==> config.mk <==
export PLATFORM = sky130hd
export DESIGN_NAME = cmm_comparator_regs
export DESIGN_NICKNAME = d
export VERILOG_FILES = /design/src/design/cmm_input_decode.v /design/src/design/cmm_comparator_regs.v
export VERILOG_INCLUDE_DIRS = /design/src /design/src/design
export SDC_FILE = /design/constraint.sdc
export NUM_CORES = 1
export LEC_CHECK = 0
export BUFFER_PORTS_ARGS = -buffer_cell sky130_fd_sc_hd__buf_2
export CORE_ASPECT_RATIO = 1.5
export CORE_MARGIN = 1
export CORE_UTILIZATION = 54
export DETAILED_ROUTE_END_ITERATION = 8
export HOLD_SLACK_MARGIN = 0.1
export PLACE_DENSITY = 0.85
export RECOVER_POWER = 50
export SLEW_MARGIN = 40
export SYNTH_ARGS = -nofsm -noshare
export SYNTH_HDL_FRONTEND = slang
export SYNTH_HIERARCHICAL = 1
export SYNTH_SLANG_ARGS = --single-unit
==> constraint.sdc <==
create_clock -name ref_clk -period 2.41 [get_ports ref_clk]
set_input_delay 0.241 -clock ref_clk [delete_from_list [all_inputs] [get_ports ref_clk]]
set_output_delay 0.241 -clock ref_clk [all_outputs]
set_load 0.02 [all_outputs]
==> src/design/cmm_regs.vh <==
// Register offsets, field positions and reset values for the comparator control block
`ifndef CMM_REGS_VH
`define CMM_REGS_VH

// ----------------------------------------
// Special-function addresses
// ----------------------------------------
`define CMM_ADDR_MODE 8'h9D
`define CMM_ADDR_INSEL 8'h9F
`define CMM_ADDR_CTRL 8'h9B

// ----------------------------------------
// Mode register fields
// ----------------------------------------
`define CMM_MODE_RISE_IE 5
`define CMM_MODE_FALL_IE 4
`define CMM_MODE_CODE_HI 1
`define CMM_MODE_CODE_LO 0
`define CMM_MODE_RESET 8'h02
`define CMM_MODE_RW_MASK 8'h33

// ----------------------------------------
// Input select register fields
// ----------------------------------------
`define CMM_INSEL_NEG_HI 7
`define CMM_INSEL_NEG_LO 4
`define CMM_INSEL_POS_HI 3
`define CMM_INSEL_POS_LO 0
`define CMM_INSEL_RESET 8'hFF
`define CMM_SEL_LAST_SMALL 4'h7
`define CMM_SEL_LAST_LARGE 4'h9

// ----------------------------------------
// Control register fields
// ----------------------------------------
`define CMM_CTRL_EN 7
`define CMM_CTRL_OUT 6
`define CMM_CTRL_RIF 5
`define CMM_CTRL_FIF 4
`define CMM_CTRL_HYS_HI 3
`define CMM_CTRL_HYS_LO 0
`define CMM_CTRL_RESET 8'h00
`define CMM_CTRL_HYS_RESET 4'h0

// ----------------------------------------
// Read data
// ----------------------------------------
`define CMM_RDATA_RESET 8'h00

`endif

==> src/design/cmm_input_decode.v <==
// One-hot decode of a four-bit comparator input select code
`timescale 1ns/1ns
`default_nettype none
`include "cmm_regs.vh"

module cmm_input_decode #(
	parameter LARGE_VARIANT = 1
) (
	input wire [3:0] selCode,
	output reg [9:0] pinOneHot
);

	// ----------------------------------------
	// Decode
	// ----------------------------------------
	// Codes past the last pin of this variant connect nothing
	always @* begin
		pinOneHot = 10'h000;
		if (selCode <= (LARGE_VARIANT ? `CMM_SEL_LAST_LARGE : `CMM_SEL_LAST_SMALL)) begin
			pinOneHot[selCode] = 1'b1;
		end
	end

endmodule // cmm_input_decode
`default_nettype wire

==> src/design/cmm_comparator_regs.v <==
// Comparator mode, input select and control special-function registers
// Operation
// mode bit 5 enables the rising-edge interrupt, read/write, resets to 0
// mode bit 4 enables the falling-edge interrupt, read/write, resets to 0
// mode bits 7:6 and 3:2 read zero, writes there ignored
// mode bits 1:0 give response code to comparator, 00 fastest, reset 10
// mode register decodes at address 0x9D on every register page
// input select register at 0x9F on every page, resets to all ones
// select bits 7:4 pick negative input pin; codes 1010-1111 connect nothing
// select bits 3:0 pick positive input pin; codes 1010-1111 connect nothing
// rising and falling comparator edges set sticky flags cleared by software
// with enable clear, pin output is low and comparator is powered down
// interrupt request is any edge flag together with its enable
`timescale 1ns/1ns
`default_nettype none
`include "cmm_regs.vh"

module cmm_comparator_regs #(
	parameter LARGE_VARIANT = 1
) (
	input wire ref_clk,
	input wire arst_n,
	input wire [7:0] sfrAddr,
	input wire sfrWrite,
	input wire sfrRead,
	input wire [7:0] sfrWdata,
	output reg [7:0] sfrRdata,
	input wire cmpOut,
	output wire cmpPowerOn,
	output wire [1:0] responseModeCode,
	output wire [3:0] hysteresisCode,
	output wire [9:0] negativeInputSelect,
	output wire [9:0] positiveInputSelect,
	output wire cmpPinOut,
	output wire cmpIrq
);

	// ----------------------------------------
	// State
	// ----------------------------------------
	reg [7:0] mode_reg;
	reg [7:0] inSel_reg;
	reg comparatorEnable_reg;
	reg [3:0] hyst_reg;
	reg risingEdgeFlag_reg;
	reg fallingEdgeFlag_reg;
	reg cmpOutPrev_reg;
	reg [7:0] mode_next;
	reg [7:0] inSel_next;
	reg comparatorEnable_next;
	reg [3:0] hyst_next;
	reg risingEdgeFlag_next;
	reg fallingEdgeFlag_next;
	reg [7:0] rdData_next;
	wire cmpOutPrev_next;
	wire wrMode;
	wire wrInSel;
	wire wrCtrl;
	wire rdMode;
	wire rdInSel;
	wire rdCtrl;
	wire cmpOutGated;
	wire riseSeen;
	wire fallSeen;
	wire riseIrqEnable;
	wire fallIrqEnable;
	wire [7:0] modeReadback;
	wire [7:0] ctrlReadback;

	// ----------------------------------------
	// Address decode
	// ----------------------------------------
	// Page-independent write decode
	assign wrMode = sfrWrite && (sfrAddr == `CMM_ADDR_MODE);
	assign wrInSel = sfrWrite && (sfrAddr == `CMM_ADDR_INSEL);
	assign wrCtrl = sfrWrite && (sfrAddr == `CMM_ADDR_CTRL);

	// Page-independent read decode
	assign rdMode = sfrRead && (sfrAddr == `CMM_ADDR_MODE);
	assign rdInSel = sfrRead && (sfrAddr == `CMM_ADDR_INSEL);
	assign rdCtrl = sfrRead && (sfrAddr == `CMM_ADDR_CTRL);

	// ----------------------------------------
	// Edge detection
	// ----------------------------------------
	// Output seen low while powered down, so enabling on a high input reports a rise
	assign cmpOutGated = comparatorEnable_reg & cmpOut;
	assign cmpOutPrev_next = cmpOutGated;
	assign riseSeen = comparatorEnable_reg && cmpOut && !cmpOutPrev_reg;
	assign fallSeen = comparatorEnable_reg && !cmpOut && cmpOutPrev_reg;

	// ----------------------------------------
	// Field views
	// ----------------------------------------
	// Stored bits as the bus and the comparator see them
	assign riseIrqEnable = mode_reg[`CMM_MODE_RISE_IE];
	assign fallIrqEnable = mode_reg[`CMM_MODE_FALL_IE];
	assign modeReadback = mode_reg & `CMM_MODE_RW_MASK;
	assign ctrlReadback = {comparatorEnable_reg, cmpOutGated, risingEdgeFlag_reg, fallingEdgeFlag_reg, hyst_reg};

	// ----------------------------------------
	// Register next values
	// ----------------------------------------
	// Mode: only the enables and the response code are kept
	always @* begin
		mode_next = mode_reg;
		if (wrMode) begin
			mode_next = sfrWdata & `CMM_MODE_RW_MASK;
		end
	end

	// Input select: whole byte, both nibbles
	always @* begin
		inSel_next = inSel_reg;
		if (wrInSel) begin
			inSel_next = sfrWdata;
		end
	end

	// Control: enable and hysteresis; output state bit is read-only
	always @* begin
		comparatorEnable_next = comparatorEnable_reg;
		hyst_next = hyst_reg;
		if (wrCtrl) begin
			comparatorEnable_next = sfrWdata[`CMM_CTRL_EN];
			hyst_next = sfrWdata[`CMM_CTRL_HYS_HI:`CMM_CTRL_HYS_LO];
		end
	end

	// Edge flags: software write applies first, a new edge then wins over the clear
	always @* begin
		risingEdgeFlag_next = risingEdgeFlag_reg;
		fallingEdgeFlag_next = fallingEdgeFlag_reg;
		if (wrCtrl) begin
			risingEdgeFlag_next = sfrWdata[`CMM_CTRL_RIF];
			fallingEdgeFlag_next = sfrWdata[`CMM_CTRL_FIF];
		end
		if (riseSeen) begin
			risingEdgeFlag_next = 1'b1;
		end
		if (fallSeen) begin
			fallingEdgeFlag_next = 1'b1;
		end
	end

	// ----------------------------------------
	// Registers
	// ----------------------------------------
	// Mode register
	always @(posedge ref_clk or negedge arst_n) begin
		if (!arst_n) begin
			mode_reg <= `CMM_MODE_RESET;
		end else begin
			mode_reg <= mode_next;
		end
	end

	// Input select register
	always @(posedge ref_clk or negedge arst_n) begin
		if (!arst_n) begin
			inSel_reg <= `CMM_INSEL_RESET;
		end else begin
			inSel_reg <= inSel_next;
		end
	end

	// Control register
	always @(posedge ref_clk or negedge arst_n) begin
		if (!arst_n) begin
			comparatorEnable_reg <= 1'b0;
			hyst_reg <= `CMM_CTRL_HYS_RESET;
		end else begin
			comparatorEnable_reg <= comparatorEnable_next;
			hyst_reg <= hyst_next;
		end
	end

	// Edge flags and previous output sample
	always @(posedge ref_clk or negedge arst_n) begin
		if (!arst_n) begin
			risingEdgeFlag_reg <= 1'b0;
			fallingEdgeFlag_reg <= 1'b0;
			cmpOutPrev_reg <= 1'b0;
		end else begin
			risingEdgeFlag_reg <= risingEdgeFlag_next;
			fallingEdgeFlag_reg <= fallingEdgeFlag_next;
			cmpOutPrev_reg <= cmpOutPrev_next;
		end
	end

	// ----------------------------------------
	// Read data
	// ----------------------------------------
	// Read multiplexer, unmapped addresses give zero
	always @* begin
		rdData_next = `CMM_RDATA_RESET;
		if (rdMode) begin
			rdData_next = modeReadback;
		end
		if (rdInSel) begin
			rdData_next = inSel_reg;
		end
		if (rdCtrl) begin
			rdData_next = ctrlReadback;
		end
	end

	// Registered answer, held until the next read strobe
	always @(posedge ref_clk or negedge arst_n) begin
		if (!arst_n) begin
			sfrRdata <= `CMM_RDATA_RESET;
		end else if (sfrRead) begin
			sfrRdata <= rdData_next;
		end
	end

	// ----------------------------------------
	// Comparator controls
	// ----------------------------------------
	// Mode code, hysteresis and power go straight to the analog core
	assign responseModeCode = mode_reg[`CMM_MODE_CODE_HI:`CMM_MODE_CODE_LO];
	assign hysteresisCode = hyst_reg;
	assign cmpPowerOn = comparatorEnable_reg;
	assign cmpPinOut = cmpOutGated;

	// Interrupt request, level while any enabled flag stands
	assign cmpIrq = (risingEdgeFlag_reg & riseIrqEnable) | (fallingEdgeFlag_reg & fallIrqEnable);

	// ----------------------------------------
	// Input multiplexer decodes
	// ----------------------------------------
	// Negative input pins
	cmm_input_decode #(
		.LARGE_VARIANT(LARGE_VARIANT)
	) negDecode (
		.selCode(inSel_reg[`CMM_INSEL_NEG_HI:`CMM_INSEL_NEG_LO]),
		.pinOneHot(negativeInputSelect)
	);

	// Positive input pins
	cmm_input_decode #(
		.LARGE_VARIANT(LARGE_VARIANT)
	) posDecode (
		.selCode(inSel_reg[`CMM_INSEL_POS_HI:`CMM_INSEL_POS_LO]),
		.pinOneHot(positiveInputSelect)
	);

endmodule // cmm_comparator_regs
`default_nettype wire

==> impl_metrics.ini <==
[sta]
holdWs_ps = 211
setup_violations = 0
slew_headroom_pct = 59.5
tightest_slew_ps = 608
fmax_mhz = 615
final-hold-violation-count = 0
slew_viol_final = 0
finalCriticalPeriod_ps = 1630
rsz0062_at_grt = false
finalCritPeriodShare_pct = 67.5
skew_ps = 1.84
fin_setup_tns_ps = 0

[global_route]
grt_overflow = 0
first_global_vias = 1249
grt_max_degree = 29
grt_use_total_pct = 22.6
antenna_found_initial = 0
grt_pass1_wl_microns = 5750

[routing]
wl_microns = 3580
wire_per_inst_microns = 16.2
routed-via-count = 1287
wl_met1_microns = 1550
ant_nets = 0
routed-wl-met2_microns = 1870
top_layer = met4
wl_met3_microns = 130
drt-initial-drc-count = 55
via_per_inst = 5.82
first_pass_iters = 4
drcViolationCount = 0

[clock_tree]
clk_pin_slew_worst_paths_ps = 90
tritoncts.num_buffers = 3
clock-sinks = 28
cts_root_buf = clkbuf_8
tritoncts = yes
h-tree-depth = 1
post_cts_buffers = 0
cts_buffer_depth = 2
clock_latency_ps = 260

[cells_and_area]
n_antenna_cell = 0
layout_commonest_cell = buf_2
area_growth_pct = 14.2
nNetsFinal = 204
most-common-layout-cells = buf_2 (47), mux2_2 (24), dfrtp_1 (19), clkbuf_1 (10), dfstp_2 (9)
drive_gt1_share_pct = 58.2

[critical_path]
crit_path_start_kind = register
required_ps = 2170
cp-end-kind = output pin
path_cells = nor4b_2, buf_2
cp_max_fo = 12
cp_data_arrival_time_ps = 1390
crit_path_max_incr_delay_ps = 670
worst_path_max_delay_cell = dfstp_2
criticalPathCategory = reg -> out

[placement]
gp_congestion = 0.796
place.port_buffers = 57
dpl.hpwl_microns = 2750

[yosys]
syn_area_per_cell_sq_um = 12.8
syn-cell-area_sq_um = 1710
synth_seq_area_share_pct = 41.7
syn-instance-count = 133
ys_warn_count = 6
synth-seq-cells = 28
ys_types = 33
syn_nets = 154

[die]
fp.dieH_microns = 70.9
num_rows = 24
die_x_microns = 47.9
core_area_sq_um = 2970
die_area_sq_um = 3400
initial_core_util_pct = 57.4
io_pins = 58

[power]
vdd_ir_drop_max_mv = 0.481
leakagePower_uw = 0.000932
comb_power_share_pct = 15.4
p_per_area_nw_per_um2 = 494
power_switching_uw = 250
seqPwrFrac_pct = 55.2
clockPowerShare_pct = 29.4
switching_share_pct = 26.0
p_int_uw = 713

[job]
max_cap_viol_count = 0

[worst_hold_path]
hp-class = in -> reg

[run_status]
outcome = complete, no violations
## power groups by stage
stage          logic, uW  registers (uW)  clock network [uW]
2_1_floorplan        118             525                   0
3_3_place_gp         144             538                   0
3_5_place_dp         150             541                   0
4_1_cts              152             532                 286
5_1_grt              161             537                 304
6_report             148             532                 283
## per-stage QoR
step / util, % / power (uW) / setup slack, ps / instances / instance area [sq um]
floorplan: - / 643 / 1080 / 133 / 1710
global placement: 64.5 / 682 / 961 / 216 / 1920
detailed placement: 64.5 / 691 / 925 / 216 / 1920
CTS: 66.7 / 970 / 787 / 221 / 1980
global route: 65.6 / 1000 / 712 / 221 / 1950
finish: 65.6 / 964 / 784 / 221 / 1950
## cells by family (layout without fill, tap and decap cells)
kind of cell	Yosys count	after routing	synth area share (%)
buf+inv	21	70	9.08
compound gates	18	18	7.55
flops	28	28	41.7
simple gates	42	42	25.9
mux	24	24	15.8
## worst paths after layout
path                                     endpoint          startpoint  cells after the start  slack [ps]
max                        positiveInputSelect[1]        inSel_reg[0]                      2         780
min                                  inSel_reg[6]         sfrWdata[6]                      2         210
max reg2reg                           sfrRdata[5]        inSel_reg[5]                      3        1250
min reg2reg                    risingEdgeFlag_reg  risingEdgeFlag_reg                      1         520
max in group asynchronous             mode_reg[5]              arst_n                      2        1500
min in group asynchronous          cmpOutPrev_reg              arst_n                      2         510
## cells in the mapped netlist
library cell / n / area (sq um)
nand3b_1: 2 / 15.0
buf_6: 9 / 101
and2_4: 1 / 8.76
buf_2: 1 / 5.00
nand4_4: 2 / 42.5
nand4bb_1: 1 / 11.3
a31o_2: 1 / 8.76
nor4_2: 2 / 25.0
nor2_1: 1 / 3.75
nand3_1: 2 / 10.0
nand2_1: 6 / 22.5
clkbuf_1: 1 / 3.75
and4b_4: 1 / 13.8
and4bb_4: 1 / 16.3
dfstp_2: 9 / 236
nor4b_2: 8 / 120
mux2_2: 24 / 270
a22o_1: 1 / 8.76
and4bb_2: 6 / 75.1
a22oi_1: 4 / 30.0
o22ai_1: 7 / 43.8
o41ai_1: 1 / 8.76
inv_1: 8 / 30.0
and2_2: 1 / 7.51
and4b_1: 2 / 20.0
buf_4: 2 / 15.0
o32ai_1: 1 / 8.76
o21ai_0: 1 / 5.00
nor2b_1: 3 / 18.8
or2_2: 1 / 6.26
a21o_1: 2 / 15.0
dfrtp_1: 19 / 475
and4bb_1: 2 / 25.0
## timing repair
| action | CTS | global route |
|---|---|---|
| hold endpoints to repair | 19 | 0 |
| hold buffers | 1 | 0 |
| gates resized for setup | 0 | 0 |
## per-layer routing
layer / up-vias / track usage, %
met1: 644 / 29.8
met4: 0 / 4.32
met5: - / 0
met3: 4 / 2.30
met2: 44 / 39.0
li1: 595 / -
## critical path: cells and delay by family, from the launching register on
family	cells	cell delay (ps)
buffers and inverters	1	210
AND/OR/NAND/NOR	1	250
flip-flops	1	670
## final cells by class
type                    count  area (sq um)
clock buffers               4          55.1
fillers                   244          1020
inverters                   8          30.0
multi-input cells          84           822
flip-flops and latches     28           712
well taps                  39          48.8
repair buffers             58           283
Power figures use the tool's default switching activity.
